===== config.mk =====
export PLATFORM = sky130hd
export DESIGN_NAME = prpi_top
export DESIGN_NICKNAME = d
export VERILOG_FILES = /design/src/prpi_pkg.sv /design/src/prpi_filt_if.sv /design/src/prpi_filter.sv /design/src/prpi_top.sv
export SDC_FILE = /design/constraint.sdc
export NUM_CORES = 1
export LEC_CHECK = 0
export ABC_AREA = 1
export BUFFER_PORTS_ARGS = -buffer_cell sky130_fd_sc_hd__buf_4
export CORE_UTILIZATION = 45
export CTS_BUF_LIST = sky130_fd_sc_hd__clkbuf_8
export CTS_CLUSTER_SIZE = 14
export DETAILED_ROUTE_END_ITERATION = 10
export MAX_ROUTING_LAYER = met4
export PLACE_DENSITY_LB_ADDON = 0.08
export SLEW_MARGIN = 25
export SYNTH_ARGS = -nofsm -noshare
export SYNTH_HDL_FRONTEND = slang
export SYNTH_SLANG_ARGS = --single-unit

===== constraint.sdc =====
create_clock -name pclk -period 2.35 [get_ports pclk]
set_clock_uncertainty 0.15 [all_clocks]
set_input_delay 0.1175 -clock pclk [delete_from_list [all_inputs] [get_ports pclk]]
set_output_delay 0.1175 -clock pclk [all_outputs]
set_load 0.05 [all_outputs]

===== src/prpi_pkg.sv =====
package prpi_pkg;
    localparam int unsigned PORT_W = 8;
    localparam int unsigned NUM_PORTS = 3;
    localparam int unsigned PORT_P = 0;
    localparam int unsigned PORT_J = 1;
    localparam int unsigned PORT_AD = 2;
    // Register byte addresses
    localparam logic [11:0] ADDR_ROUTE = 12'h000;
    localparam logic [11:0] ADDR_IEN_BASE = 12'h010;
    localparam logic [11:0] ADDR_POL_BASE = 12'h020;
    localparam logic [11:0] ADDR_FLAG_BASE = 12'h030;
    localparam logic [11:0] ADDR_LEVEL_BASE = 12'h040;
    localparam logic [11:0] ADDR_MODE = 12'h050;
    localparam logic [7:0] ROUTE_RESET = 8'h00;
    localparam int unsigned ROUTE_PWM_CH3_BIT = 7;
    localparam int unsigned ROUTE_PWM_CH2_BIT = 6;
    localparam int unsigned ROUTE_TIM3_HI = 5;
    localparam int unsigned ROUTE_TIM3_LO = 4;
    localparam int unsigned ROUTE_TIM2_HI = 3;
    localparam int unsigned ROUTE_TIM2_LO = 2;
    localparam int unsigned ROUTE_SER_HI = 1;
    localparam int unsigned ROUTE_SER_LO = 0;
    localparam logic [1:0] TIM3_SEL_PORT_S = 2'h0;
    localparam logic [1:0] TIM3_SEL_PORT_E = 2'h1;
    localparam logic [1:0] TIM3_SEL_ANALOG = 2'h2;
    // Filter counts
    localparam int unsigned FILT_SAMPLES = 4;
    localparam logic [2:0] FILT_CNT_MAX = 3'h4;
endpackage : prpi_pkg


===== src/prpi_filt_if.sv =====
`timescale 1ns/1ps
interface prpi_filt_if #(parameter int unsigned W = 8);
    logic [W-1:0] pin;
    logic [W-1:0] pol;
    logic [W-1:0] edge_hit;
    logic [W-1:0] osc_need;
    logic sample_en;
    modport filt (input pin, input pol, input sample_en, output edge_hit, output osc_need);
    modport ctrl (output pin, output pol, output sample_en, input edge_hit, input osc_need);
endinterface : prpi_filt_if


===== src/prpi_filter.sv =====
`timescale 1ns/1ps
module prpi_filter #(
    parameter int unsigned W = 8
) (
    input wire logic pclk,
    input wire logic presetn,
    prpi_filt_if.filt fi
);
    logic [2:0] cnt_q [W];
    logic [2:0] cnt_d [W];
    logic [W-1:0] armed_q;
    logic [W-1:0] armed_d;
    logic [W-1:0] last_q;
    logic [W-1:0] last_d;
    logic [W-1:0] hit;

    always_comb begin
        for (int i = 0; i < W; i++) begin
            logic act;
            act = fi.pin[i] == fi.pol[i];
            cnt_d[i] = cnt_q[i];
            armed_d[i] = armed_q[i];
            last_d[i] = last_q[i];
            hit[i] = 1'b0;
            if (fi.sample_en) begin
                last_d[i] = act;
                if (act != last_q[i]) begin
                    // Level change restarts the count; a full passive run arms, anything else disarms
                    armed_d[i] = act ? (cnt_q[i] >= prpi_pkg::FILT_CNT_MAX) : 1'b0;
                    cnt_d[i] = 3'h1;
                end else if (cnt_q[i] < prpi_pkg::FILT_CNT_MAX + 3'h1) begin
                    cnt_d[i] = cnt_q[i] + 3'h1;
                end
                if (act && armed_q[i] && act == last_q[i] &&
                        cnt_q[i] == prpi_pkg::FILT_CNT_MAX - 3'h1) begin
                    hit[i] = 1'b1;
                    armed_d[i] = 1'b0;
                end
            end
        end
    end

    always_ff @(posedge pclk or negedge presetn) begin
        if (!presetn) begin
            for (int i = 0; i < W; i++) begin
                cnt_q[i] <= 3'h0;
            end
            armed_q <= '0;
            last_q <= '0;
        end else begin
            cnt_q <= cnt_d;
            armed_q <= armed_d;
            last_q <= last_d;
        end
    end

    assign fi.edge_hit = hit;
    always_comb begin
        for (int i = 0; i < W; i++) begin
            // Pending level change restarts the count, so it must wake the oscillator
            fi.osc_need[i] = (cnt_q[i] <= prpi_pkg::FILT_CNT_MAX) ||
                             ((fi.pin[i] == fi.pol[i]) != last_q[i]);
        end
    end
endmodule : prpi_filter


===== src/prpi_top.sv =====
// Implementation choices: register access over APB and the placing of the registers.
`timescale 1ns/1ps
module prpi_top #(
    parameter int unsigned W = 8
) (
    input wire logic pclk,
    input wire logic presetn,
    input wire logic psel,
    input wire logic penable,
    input wire logic pwrite,
    input wire logic [11:0] paddr,
    input wire logic [31:0] pwdata,
    input wire logic [3:0] pstrb,
    output logic [31:0] prdata,
    output logic pready,
    output logic pslverr,
    input wire logic [W-1:0] pad_p,
    input wire logic [W-1:0] pad_j,
    input wire logic [W-1:0] pad_ad,
    input wire logic stop_mode,
    input wire logic wait_mode,
    input wire logic rc_osc_tick,
    output logic rc_osc_enable,
    output logic [prpi_pkg::NUM_PORTS-1:0] port_irq,
    output logic wakeup_req,
    output logic irq,
    output logic pwm_ch3_route_sel,
    output logic pwm_ch2_route_sel,
    output logic [1:0] timer_ch3_route,
    output logic [1:0] timer_ch2_route,
    output logic [1:0] serial0_route
);
    localparam int unsigned NP = prpi_pkg::NUM_PORTS;

    logic [7:0] route_q;
    logic [7:0] route_d;
    logic [W-1:0] ien_q [NP];
    logic [W-1:0] ien_d [NP];
    logic [W-1:0] pol_q [NP];
    logic [W-1:0] pol_d [NP];
    logic [W-1:0] flag_q [NP];
    logic [W-1:0] flag_d [NP];
    logic [W-1:0] s1_q [NP];
    logic [W-1:0] s2_q [NP];
    logic [31:0] prdata_d;
    logic pslverr_d;
    logic pready_d;
    logic [NP-1:0] pirq_d;
    logic osc_d;
    logic tick1_q;
    logic tick2_q;
    logic tick3_q;
    logic sample_en;
    logic [W-1:0] hit [NP];
    logic [W-1:0] need [NP];

    function automatic logic in_bank(input logic [11:0] a, input logic [11:0] base);
        in_bank = a >= base && a < base + 12'(4 * NP) && a[1:0] == 2'h0;
    endfunction : in_bank

    function automatic int unsigned bank_idx(input logic [11:0] a, input logic [11:0] base);
        logic [11:0] off;
        off = a - base;
        bank_idx = int'(off[11:2]);
    endfunction : bank_idx

    logic wr;
    logic rd;
    assign wr = psel && penable && pwrite && pready;
    assign rd = psel && !penable && !pwrite;

    // Pad synchronisers; the pad level is taken regardless of direction
    logic [W-1:0] pads [NP];
    assign pads[prpi_pkg::PORT_P] = pad_p;
    assign pads[prpi_pkg::PORT_J] = pad_j;
    assign pads[prpi_pkg::PORT_AD] = pad_ad;

    always_ff @(posedge pclk or negedge presetn) begin
        if (!presetn) begin
            for (int p = 0; p < NP; p++) begin
                s1_q[p] <= '0;
                s2_q[p] <= '0;
            end
            tick1_q <= 1'b0;
            tick2_q <= 1'b0;
            tick3_q <= 1'b0;
        end else begin
            for (int p = 0; p < NP; p++) begin
                s1_q[p] <= pads[p];
                s2_q[p] <= s1_q[p];
            end
            tick1_q <= rc_osc_tick;
            tick2_q <= tick1_q;
            tick3_q <= tick2_q;
        end
    end

    // Bus clock rate outside stop, oscillator rising edge in stop
    assign sample_en = stop_mode ? (tick2_q && !tick3_q) : 1'b1;

    genvar g;
    generate
        for (g = 0; g < NP; g++) begin : g_port
            prpi_filt_if #(.W(W)) fif ();
            assign fif.pin = s2_q[g];
            assign fif.pol = pol_q[g];
            assign fif.sample_en = sample_en;
            assign hit[g] = fif.edge_hit;
            assign need[g] = fif.osc_need;
            prpi_filter #(.W(W)) u_filt (
                .pclk(pclk),
                .presetn(presetn),
                .fi(fif.filt)
            );
        end
    endgenerate

    always_comb begin
        route_d = route_q;
        prdata_d = 32'h0;
        pslverr_d = 1'b0;
        pready_d = psel && !penable;
        osc_d = 1'b0;
        for (int p = 0; p < NP; p++) begin
            ien_d[p] = ien_q[p];
            pol_d[p] = pol_q[p];
            flag_d[p] = flag_q[p];
            if (wr && pstrb[0] && in_bank(paddr, prpi_pkg::ADDR_FLAG_BASE) &&
                    bank_idx(paddr, prpi_pkg::ADDR_FLAG_BASE) == p) begin
                flag_d[p] = flag_q[p] & ~pwdata[W-1:0];
            end
            flag_d[p] = flag_d[p] | hit[p];
            pirq_d[p] = |(flag_d[p] & ien_q[p]);
            osc_d = osc_d | (|(ien_q[p] & ~flag_q[p] & need[p]));
        end
        if (wr && pstrb[0]) begin
            if (paddr == prpi_pkg::ADDR_ROUTE) begin
                route_d = pwdata[7:0];
            end else if (in_bank(paddr, prpi_pkg::ADDR_IEN_BASE)) begin
                ien_d[bank_idx(paddr, prpi_pkg::ADDR_IEN_BASE)] = pwdata[W-1:0];
            end else if (in_bank(paddr, prpi_pkg::ADDR_POL_BASE)) begin
                pol_d[bank_idx(paddr, prpi_pkg::ADDR_POL_BASE)] = pwdata[W-1:0];
            end
        end
        if (psel && !penable) begin
            if (paddr == prpi_pkg::ADDR_ROUTE) begin
                prdata_d[7:0] = route_q;
            end else if (in_bank(paddr, prpi_pkg::ADDR_IEN_BASE)) begin
                prdata_d[W-1:0] = ien_q[bank_idx(paddr, prpi_pkg::ADDR_IEN_BASE)];
            end else if (in_bank(paddr, prpi_pkg::ADDR_POL_BASE)) begin
                prdata_d[W-1:0] = pol_q[bank_idx(paddr, prpi_pkg::ADDR_POL_BASE)];
            end else if (in_bank(paddr, prpi_pkg::ADDR_FLAG_BASE)) begin
                prdata_d[W-1:0] = flag_q[bank_idx(paddr, prpi_pkg::ADDR_FLAG_BASE)];
            end else if (in_bank(paddr, prpi_pkg::ADDR_LEVEL_BASE)) begin
                prdata_d[W-1:0] = s2_q[bank_idx(paddr, prpi_pkg::ADDR_LEVEL_BASE)];
            end else if (paddr == prpi_pkg::ADDR_MODE) begin
                prdata_d[1:0] = {wait_mode, stop_mode};
            end else begin
                pslverr_d = 1'b1;
            end
            if (!rd) begin
                prdata_d = 32'h0;
            end
        end else begin
            prdata_d = prdata;
            pslverr_d = pslverr && psel;
        end
    end

    always_ff @(posedge pclk or negedge presetn) begin
        if (!presetn) begin
            route_q <= prpi_pkg::ROUTE_RESET;
            for (int p = 0; p < NP; p++) begin
                ien_q[p] <= '0;
                pol_q[p] <= '0;
                flag_q[p] <= '0;
            end
            prdata <= 32'h0;
            pready <= 1'b0;
            pslverr <= 1'b0;
            port_irq <= '0;
            irq <= 1'b0;
            wakeup_req <= 1'b0;
            rc_osc_enable <= 1'b0;
        end else begin
            route_q <= route_d;
            ien_q <= ien_d;
            pol_q <= pol_d;
            flag_q <= flag_d;
            prdata <= prdata_d;
            pready <= pready_d;
            pslverr <= pslverr_d;
            port_irq <= pirq_d;
            irq <= |pirq_d;
            wakeup_req <= |pirq_d && (stop_mode || wait_mode);
            rc_osc_enable <= osc_d && stop_mode;
        end
    end

    always_comb begin
        pwm_ch3_route_sel = route_q[prpi_pkg::ROUTE_PWM_CH3_BIT];
        pwm_ch2_route_sel = route_q[prpi_pkg::ROUTE_PWM_CH2_BIT];
        timer_ch3_route = route_q[prpi_pkg::ROUTE_TIM3_HI:prpi_pkg::ROUTE_TIM3_LO];
        timer_ch2_route = route_q[prpi_pkg::ROUTE_TIM2_HI:prpi_pkg::ROUTE_TIM2_LO];
        serial0_route = route_q[prpi_pkg::ROUTE_SER_HI:prpi_pkg::ROUTE_SER_LO];
    end
endmodule : prpi_top


Yosys cells after proc, flatten, opt, wreduce, memory -nomap -nowiden
Index checks and enable logic that the tools add are counted.
Widths: inputs -> output; s select.
Cells by class
  add/sub/neg operators: 28
  bitwise gates (word level): 27
  mux-type cells: 205
  magnitude comparators: 86
  equal/unequal tests: 99
  reductions and logical operators: 233
Operators by type and width (count)
  $mux 3: 48
  $mux 8: 18
  $ge 33x3->1 const B: 4
  $not 10->33: 4
  $mux 1: 128
  $reduce_and 2->1: 49
  $and 8x8->8: 12
  $logic_and 1x1->1: 96
  $reduce_bool 2->1: 48
  $add 3x1->3 const B: 24
  $eq 3x2->1 const B: 24
  $ge 3x3->1 const B: 24
  $le 3x3->1 const B: 24
  $lt 3x3->1 const B: 24
  $lt 33x1->1 const B: 2
  $bmux 8 s2: 4
  $bwmux 24: 2
  $eq 1x1->1: 48
  $reduce_or 8->1: 6
  $demux 8 s2: 2
  $not 8->8: 4
  $logic_or 1x1->1: 25
  $ge 12x6->1 const B: 2
  $lt 12x6->1 const B: 2
  23 further kinds: 54
Storage, ports and cells
  logic and storage cells: 755
  input bits: 80
  flip-flop bits (word level): 291

Depth between registers and ports, before layout
Gate-level depths: netlist of the first run.
  depth in word-level cells: 11
  depth in mapped cells: 18
  mapped depth without buffers: 17

By module
A second synthesis of the first run with hierarchy kept.
Unflattened totals
  cell total of the unflattened synthesis: 2087
  area, all modules: 15737.6 um2
By module, submodules not included
  prpi_filter: area each 2877.8 um2, seq. area each 1001.0 um2, cells an instance 424, times used 3
  prpi_top: area each 7104.3 um2, seq. area each 3678.5 um2, cells an instance 815, times used 1

Worst setup path after synthesis of the first run
No wires, ideal clock.
  path kind: register to register
  start point: reg pready
  end point: reg wakeup_req
  stages on the path, launching flop included: 14
  path slack: 0.163 ns
  arrival time: 1.909 ns
  data required time: 2.072 ns
  buffers on the path: 0
  period minus slack after synthesis: 2.187 ns
  cell sequence: dfrtp_1 > nand3_1 > nor2_1 > nand3_2 > nor2_4 > nand3_1 > o21ai_1 > nand2_1 > nand2_1 > nand2_1 > inv_1 > nand2_1 > nor2_1 > a21oi_1
RTL lines
  from (decl): RTL line prpi_top.sv:15  | output logic pready,
  from (signal assigned): RTL line prpi_top.sv:191  | pready <= pready_d;
  to (signal assigned): RTL line prpi_top.sv:195  | wakeup_req <= |pirq_d && (stop_mode || wait_mode);
  to (decl): RTL line prpi_top.sv:25  | output logic wakeup_req,

==> impl_summary.log, run 1 <==
INFO  metric status = completed
INFO  metric fin_ws = 83.9 ps
INFO  metric final_cell_mix = 378 x sky130_fd_sc_hd__nand2_1, 267 x sky130_fd_sc_hd__dfrtp_1, 203 x sky130_fd_sc_hd__inv_1, 198 x sky130_fd_sc_hd__o21ai_0, 162 x sky130_fd_sc_hd__buf_4
INFO  metric timing.final.max_slew_violations = 0
INFO  metric cts_buffer_depth = 3
INFO  metric critical_path_s_largest_stage_delay = 360 ps
INFO  metric critical_path.n_buffers_inverters = 1
INFO  metric synth_fa_ha_area_share = 7.20%
INFO  metric setup.worst_path.class = flop to flop
INFO  metric power_density = 728 nW/um^2
INFO  metric power_leakage = 0.00853 uW
INFO  metric antenna-diode-count = 0
INFO  metric dp_slack = -178 ps
INFO  metric grt_max_degree = 66
INFO  metric biggest_fanout_along_the_worst_timing_path = 4
INFO  metric finalHoldViolCount = 0
INFO  metric hold_path_class = primary input to asynchronous set/reset pin
INFO  metric critical_path.most_common_cell = sky130_fd_sc_hd__nand2_1
INFO  metric layout-area-overhead-vs-synth = 23.0%
INFO  metric cts_made_buffers = 47
INFO  metric starting_density_of_the_core = 45.9%
INFO  metric combinational_family_with_the_most_area_after_synthesis = simple AND/OR/NAND/NOR gates
INFO  metric avgSynthCellArea = 8.39 um^2
INFO  metric synth_enable_flop_cells = 0
INFO  metric gp_routability_congestion = 0.963
INFO  metric fp.dieW = 179 um
INFO  metric slowest_stage = sky130_fd_sc_hd__dfrtp_1
INFO  metric wl_per_cell = 17.2 um
INFO  metric detail_route.drc_violations = 0
INFO  metric synth-main-ff-cell = sky130_fd_sc_hd__dfrtp_1
INFO  metric yosys.area_share.simple = 21.3%
INFO  metric detailedRoute.firstIterationViolations = 1005
INFO  metric start_kind = flop
INFO  metric synth-seq-area-share = 47.5%
INFO  metric fmax = 441 MHz
INFO  metric crit_required = 2650 ps
INFO  metric coreArea = 30700 um^2
INFO  metric fillCellCount = 2817
INFO  metric synthesis.area = 14100 um^2
INFO  metric dieHeight = 179 um
INFO  metric worst_r2r_path_depth = 14
INFO  metric postSynthRegisterBits = 267
INFO  metric yosysUniqueCellTypes = 47
INFO  metric hpwlAfterDp = 29000 um
INFO  metric clk-insertion-delay-late = 590 ps
INFO  metric cp_cell_sequence = nand3_2 > nor2_4 > nand3_2 > nor2_4 > buf_6 > nand3_1 > nand2_1 > nand2_1 > nand2_1 > nand2_1 > nor2_4 > nand2_1 > nor2_2 > a21oi_1
INFO  metric drive_gt1_share = 17.7%
INFO  metric worst_setup_hold_path_clk_slew = 60 ps
INFO  metric cts_max_level = 2
INFO  metric dpl_cell_area = 15700 um^2
INFO  metric synth_compound_area_share = 14.1%
INFO  metric globalRoute.totalOverflow = 0
INFO  metric slew_headroom = 62.3%
INFO  metric synth.mux.area_fraction = 0%
INFO  metric yosysWarnings = 0
INFO  metric vias = 12300
INFO  metric setup-violations-final = 0
INFO  metric multiInputGateArea = 6540 um^2
INFO  metric critical_path.reg2reg.endpoint = wakeup_req
INFO  metric top_level_ports = 128
INFO  metric route.antenna.remaining_nets = 0
INFO  metric row_count = 64
INFO  metric final_cycle_share = 96.4%
INFO  metric design.final.nets = 2068
INFO  metric fin_area = 17300 um^2
INFO  metric path_depth = 14
INFO  metric clock_tree.root_cell = sky130_fd_sc_hd__clkbuf_8
INFO  metric drt_pass1_iterations = 5
INFO  metric cts.sinks = 267
INFO  metric maxCapViolations = 0
INFO  metric worst_path_dominant_cell_family = simple AND/OR/NAND/NOR gates
INFO  metric fin_total_pwr = 12600 uW
INFO  metric number_of_global_route_vias_before_repair = 11700
INFO  metric asyncSetResetFlopFracSynth = 100%
INFO  metric cts_tree = built
INFO  metric seqCellArea = 6680 um^2
INFO  metric critPathArrivalTime = 2570 ps
INFO  metric syn_inst = 1677
INFO  metric max_slew.worst_pin.slew = 562 ps
INFO  metric reg2reg_slack = 80 ps
INFO  metric ir_drop = 469 uV
INFO  metric mostFrequentLayoutCell = sky130_fd_sc_hd__nand2_1
INFO  metric buffer_ports.inserted = 76
INFO  metric grt_pass1_wl = 63000 um
INFO  metric end_kind = flop
INFO  metric critical_path.reg2reg.startpoint = pready
INFO  metric floorplan.die_area = 32000 um^2
INFO  metric postRouteWirelength = 40100 um
INFO  metric finalCriticalPeriod = 2270 ps
INFO  metric globalRouteTotalUtil = 26.6%
INFO  metric route.detailed.vias_per_inst = 5.28
INFO  metric synthXorXnorAreaFrac = 1.93%
INFO  metric number_of_antenna_violations_at_the_first_check_in_global_routing = 0
==> stage by stage <==
stage / setup TNS (ps) / utilization (%) / hold WS, ps / instances
after floorplan: 0 / - / -328 / 1700
after global placement: -378 / 51.1 / -86.7 / 2208
after detailed placement: -410 / 51.1 / -92.6 / 2208
after CTS: 0 / 55.7 / 0.0849 / 2334
after global routing: -3.51 / 56.4 / 13.6 / 2338
final: 0 / 56.4 / 28.0 / 2338
==> power breakdown <==
part	total (uW)	leakage, uW	internal (uW)	switching, uW
logic	2580	0.00454	966	1620
clock network	4390	0.000555	2430	1960
registers	5620	0.00343	5220	403
==> worst max path at each step <==
stage	start	to	slack, ps
4_1_cts	g_port[1].fif.pin[7]	wakeup_req	1
3_5_place_dp	paddr[6]	wakeup_req	-180
2_1_floorplan	pready	wakeup_req	160
6_report	pready	wakeup_req	80
3_3_place_gp	paddr[6]	wakeup_req	-170
5_1_grt	pready	wakeup_req	-4
==> state kept, by name, indices dropped and copies added (netlist names), 3 cells and up <==
name / cells
g_port.u_filt.cnt_q: 72
prdata: 8
flag_q: 24
port_irq: 3
s1_q: 24
ien_q: 24
g_port.u_filt.armed_q: 24
g_port.u_filt.last_q: 24
route_q: 8
g_port.fif.pin: 24
g_port.fif.pol: 24
==> tightest hold or removal path, cell delays in order <==
cell and delay [ps]:
sky130_fd_sc_hd__dlygate4sd3_1 560, sky130_fd_sc_hd__buf_8 190, sky130_fd_sc_hd__buf_4 240
==> kinds of logic after synthesis <==
kind of cell | after synthesis
compound gates | 355
fa+ha+maj | 81
flops | 267
other cells | 1
buf+inv | 258
simple gates | 684
xor+xnor | 31
==> routing by layer <==
layer  part of all wire (%)  routed length (um)  GRT usage (%)
met1                     45               18100           36.5
met4                    3.4                1370           9.96
met5                      0                   0              -
met2                     44               17500           39.4
met3                    7.8                3130           4.52
==> Yosys cell counts (8+ instances only) <==
library cell | number | share of area, %
sky130_fd_sc_hd__nor3_1 | 18 | 0.64
sky130_fd_sc_hd__o22ai_1 | 11 | 0.49
sky130_fd_sc_hd__clkbuf_1 | 19 | 0.51
sky130_fd_sc_hd__o21ai_1 | 23 | 0.82
sky130_fd_sc_hd__o311ai_0 | 8 | 0.50
sky130_fd_sc_hd__nand2_1 | 378 | 10
sky130_fd_sc_hd__inv_2 | 9 | 0.24
sky130_fd_sc_hd__o21ai_2 | 13 | 0.81
sky130_fd_sc_hd__nand4_1 | 31 | 1.4
sky130_fd_sc_hd__nand3_1 | 85 | 3.0
sky130_fd_sc_hd__o21ai_0 | 199 | 7.1
sky130_fd_sc_hd__a21oi_1 | 71 | 2.5
sky130_fd_sc_hd__dfrtp_1 | 267 | 47
sky130_fd_sc_hd__xnor2_1 | 27 | 1.7
sky130_fd_sc_hd__nor2_1 | 119 | 3.2
sky130_fd_sc_hd__buf_4 | 24 | 1.3
sky130_fd_sc_hd__inv_1 | 191 | 5.1
sky130_fd_sc_hd__nor2_4 | 8 | 0.64
sky130_fd_sc_hd__ha_1 | 81 | 7.2
sky130_fd_sc_hd__or2_2 | 18 | 0.80
==> area by class of cell <==
class / instances / area share, %
timing repair buffer: 214 / 10.6
sequential: 267 / 38.6
multi-input combinational: 1175 / 37.8
clock inverter: 20 / 0.593
clock buffer: 64 / 5.09
tap: 396 / 2.86
inverter: 202 / 4.40
==> timing repair <==
action / CTS / global route
pin swaps: 0 / 10
endpoints found under the hold margin: 384 / 0
gates resized for setup: 2 / 31
setup buffers: 0 / 4
hold buffers: 42 / 0
setup endpoints to repair: 3 / 5
No activity file was read; power rests on OpenSTA's default activity.
==> run 2: changes to the inputs <==
--- a/config.mk
+++ b/config.mk
@@ -7,12 +7,14 @@
 export LEC_CHECK = 0
 export ABC_AREA = 1
 export BUFFER_PORTS_ARGS = -buffer_cell sky130_fd_sc_hd__buf_4
+export CELL_PAD_IN_SITES_DETAIL_PLACEMENT = 1
+export CELL_PAD_IN_SITES_GLOBAL_PLACEMENT = 1
 export CORE_UTILIZATION = 45
 export CTS_BUF_LIST = sky130_fd_sc_hd__clkbuf_8
 export CTS_CLUSTER_SIZE = 14
 export DETAILED_ROUTE_END_ITERATION = 10
 export MAX_ROUTING_LAYER = met4
-export PLACE_DENSITY_LB_ADDON = 0.08
+export PLACE_DENSITY = 0.85
 export SLEW_MARGIN = 25
 export SYNTH_ARGS = -nofsm -noshare
 export SYNTH_HDL_FRONTEND = slang
==> impl_summary.log, run 2 (synthesized netlist as in run 1, its figures left out) <==
INFO  metric rsz_0062_raised_after_global_routing = true
INFO  metric starting_density_of_the_core = 45.9%
INFO  metric power_density = 737 nW/um^2
INFO  metric timing.final.max_slew_violations = 0
INFO  metric critical_path_s_largest_stage_delay = 370 ps
INFO  metric row_count = 64
INFO  metric number_of_antenna_violations_at_the_first_check_in_global_routing = 0
INFO  metric cts_made_buffers = 46
INFO  metric drive_gt1_share = 17.5%
INFO  metric fp.dieW = 179 um
INFO  metric hold_path_class = primary input to flop
INFO  metric postRouteWirelength = 48500 um
INFO  metric cts_max_level = 2
INFO  metric wl_per_cell = 20.7 um
INFO  metric cp_cell_sequence = nand3_1 > nor2_1 > buf_4 > nand3_4 > nor2_4 > buf_6 > nand3_1 > nand2_1 > nand2_1 > nand2_2 > nand2_2 > nor2_2 > nand2_2 > nor2_4 > nand2_1
INFO  metric detail_route.drc_violations = 0
INFO  metric gp_routability_congestion = 0.935
INFO  metric globalRouteTotalUtil = 30.8%
INFO  metric route.detailed.vias_per_inst = 5.65
INFO  metric final_cell_mix = 366 x sky130_fd_sc_hd__nand2_1, 267 x sky130_fd_sc_hd__dfrtp_1, 211 x sky130_fd_sc_hd__inv_1, 198 x sky130_fd_sc_hd__o21ai_0, 162 x sky130_fd_sc_hd__buf_4
INFO  metric largest_register_ff_count = 72
INFO  metric highest_layer = met4
INFO  metric layout-area-overhead-vs-synth = 22.6%
INFO  metric max_slew.worst_pin.slew = 541 ps
INFO  metric fin_ws = -10.4 ps
INFO  metric flop_pwr_share = 44.7%
INFO  metric finalCriticalPeriod = 2360 ps
INFO  metric end_kind = flop
INFO  metric grt_pass1_wl = 73700 um
INFO  metric met1_length = 20000 um
INFO  metric comb_power_share = 22.5%
INFO  metric antenna-diode-count = 0
INFO  metric power.net_switching = 4270 uW
INFO  metric mostFrequentLayoutCell = sky130_fd_sc_hd__nand2_1
INFO  metric number_of_global_route_vias_before_repair = 13800
INFO  metric setup.worst_path.class = flop to flop
INFO  metric final_cycle_share = 100%
INFO  metric grt_max_degree = 89
INFO  metric finalHoldViolCount = 0
INFO  metric status = complete, but fails checks
INFO  metric hpwlAfterDp = 32900 um
INFO  metric setup-violations-final = 1
INFO  metric route.antenna.remaining_nets = 0
INFO  metric top_level_ports = 128
INFO  metric design.final.nets = 2072
INFO  metric fmax = 424 MHz
INFO  metric clock_tree.root_cell = sky130_fd_sc_hd__clkbuf_8
INFO  metric start_kind = flop
INFO  metric power.share.clock = 32.8%
INFO  metric critPathArrivalTime = 2650 ps
INFO  metric dieHeight = 179 um
INFO  metric power_leakage = 0.00851 uW
INFO  metric slew_headroom = 63.8%
INFO  metric worst_setup_hold_path_clk_slew = 70 ps
INFO  metric detailedRoute.firstIterationViolations = 1161
INFO  metric maxCapViolations = 0
INFO  metric place_inst = 2202
INFO  metric floorplan.die_area = 32000 um^2
INFO  metric final_cell_count_no_fill = 2342
INFO  metric drt_pass1_iterations = 7
INFO  metric slowest_stage = sky130_fd_sc_hd__dfrtp_1
INFO  metric vias = 13200
INFO  metric crit_required = 2640 ps
INFO  metric clk-insertion-delay-late = 570 ps
INFO  metric biggest_fanout_along_the_worst_timing_path = 4
INFO  metric cts_buffer_depth = 3
INFO  metric p_int = 8430 uW
INFO  metric met3RoutedLength = 3180 um
INFO  metric coreArea = 30700 um^2
INFO  metric cts_tree = built
INFO  metric globalRoute.totalOverflow = 0
INFO  metric buffer_ports.inserted = 76
INFO  metric switching_share_of_power = 33.6%
INFO  metric finish.utilization = 56.2%
INFO  metric register_containing_the_most_flip_flops_in_the_final_layout = g_port.u_filt.cnt_q
INFO  metric failed_checks = negative setup slack
INFO  metric cts.sinks = 267
INFO  metric detailroute.wirelength.met2 = 23700 um
INFO  metric ir_drop = 458 uV
INFO  metric fillCellCount = 3683
-- run 2: changes by cell type in the layout (fill, tap and decap cells not counted), moves of 3 or more --
| cell | delta |
|---|---|
| sky130_fd_sc_hd__nor3_1 | +3 |
| sky130_fd_sc_hd__buf_6 | +3 |
| sky130_fd_sc_hd__inv_1 | +8 |
| sky130_fd_sc_hd__clkinv_2 | -3 |
| sky130_fd_sc_hd__nand2_2 | +12 |
| sky130_fd_sc_hd__clkbuf_8 | -6 |
| sky130_fd_sc_hd__xnor2_1 | +7 |
| sky130_fd_sc_hd__xnor2_2 | -7 |
| sky130_fd_sc_hd__nand2_1 | -12 |
| sky130_fd_sc_hd__nor3_2 | -3 |
-- run 2: worst max-delay path: cells and delay by family, from the launching register on --
kind,cells,cell delay [ps]
and+or+nand+nor,13,1380
buffers and inverters,2,320
DFF,1,370
-- run 2: final timing paths --
kind	start	to	slack (ps)	cells after the start
min reg2reg	s1_q[16]	g_port[0].fif.pin[0]	190	0
max	pready	irq	-10	15
max reg2reg	pready	irq	-10	15
min in group asynchronous	presetn	s1_q[20]	530	4
min	pad_p[6]	s1_q[22]	40	2
max in group asynchronous	presetn	g_port[1].u_filt.cnt_q[5]	1000	4
-- run 2: repair_timing --
action / CTS / global route
gates resized for setup: 5 / 41
hold endpoints to repair: 382 / 0
pin swaps: 1 / 16
setup endpoints to repair: 4 / 10
setup buffers: 0 / 13
hold buffers: 45 / 0
gates cloned: 0 / 1
-- run 2: final cells by class --
cell class / instances / area [um^2] / share of cell area [%]
Sequential cell: 267 / 6680 / 38.7
Multi-Input combinational cell: 1175 / 6530 / 37.8
Timing Repair Buffer: 219 / 1880 / 10.9
Clock buffer: 58 / 798 / 4.63
Inverter: 202 / 764 / 4.43
Tap cell: 396 / 495 / 2.87
Clock inverter: 25 / 100 / 0.580
-- run 2: metrics by stage --
| step | total power, uW | worst slack, ps | setup TNS, ps | hold WS (ps) | instance area (um^2) |
|---|---|---|---|---|---|
| 2_1_floorplan | 7310 | 163 | 0 | -328 | 14200 |
| 3_3_place_gp | 8070 | -133 | -352 | -133 | 15600 |
| 3_5_place_dp | 8370 | -240 | -718 | -130 | 15600 |
| 4_1_cts | 12600 | 4.00 | 0 | 26.2 | 17000 |
| 5_1_grt | 13400 | -90.5 | -251 | 46.0 | 17300 |
| 6_report | 12700 | -10.4 | -10.4 | 43.1 | 17300 |
-- run 2: power groups by stage --
stage | clock [uW] | sequential, uW | combinational [uW]
global route | 4430 | 5730 | 3220
finish | 4170 | 5680 | 2860
floorplan | 0 | 5570 | 1730
detailed placement | 0 | 5720 | 2650
CTS | 4170 | 5650 | 2770
global placement | 0 | 5670 | 2390
-- run 2: per-layer routing --
layer / up-vias / global-route usage (%)
met5: - / -
met1: 6684 / 37.3
met3: 118 / 5.89
li1: 5947 / -
met2: 479 / 51.3
met4: 0 / 10.6
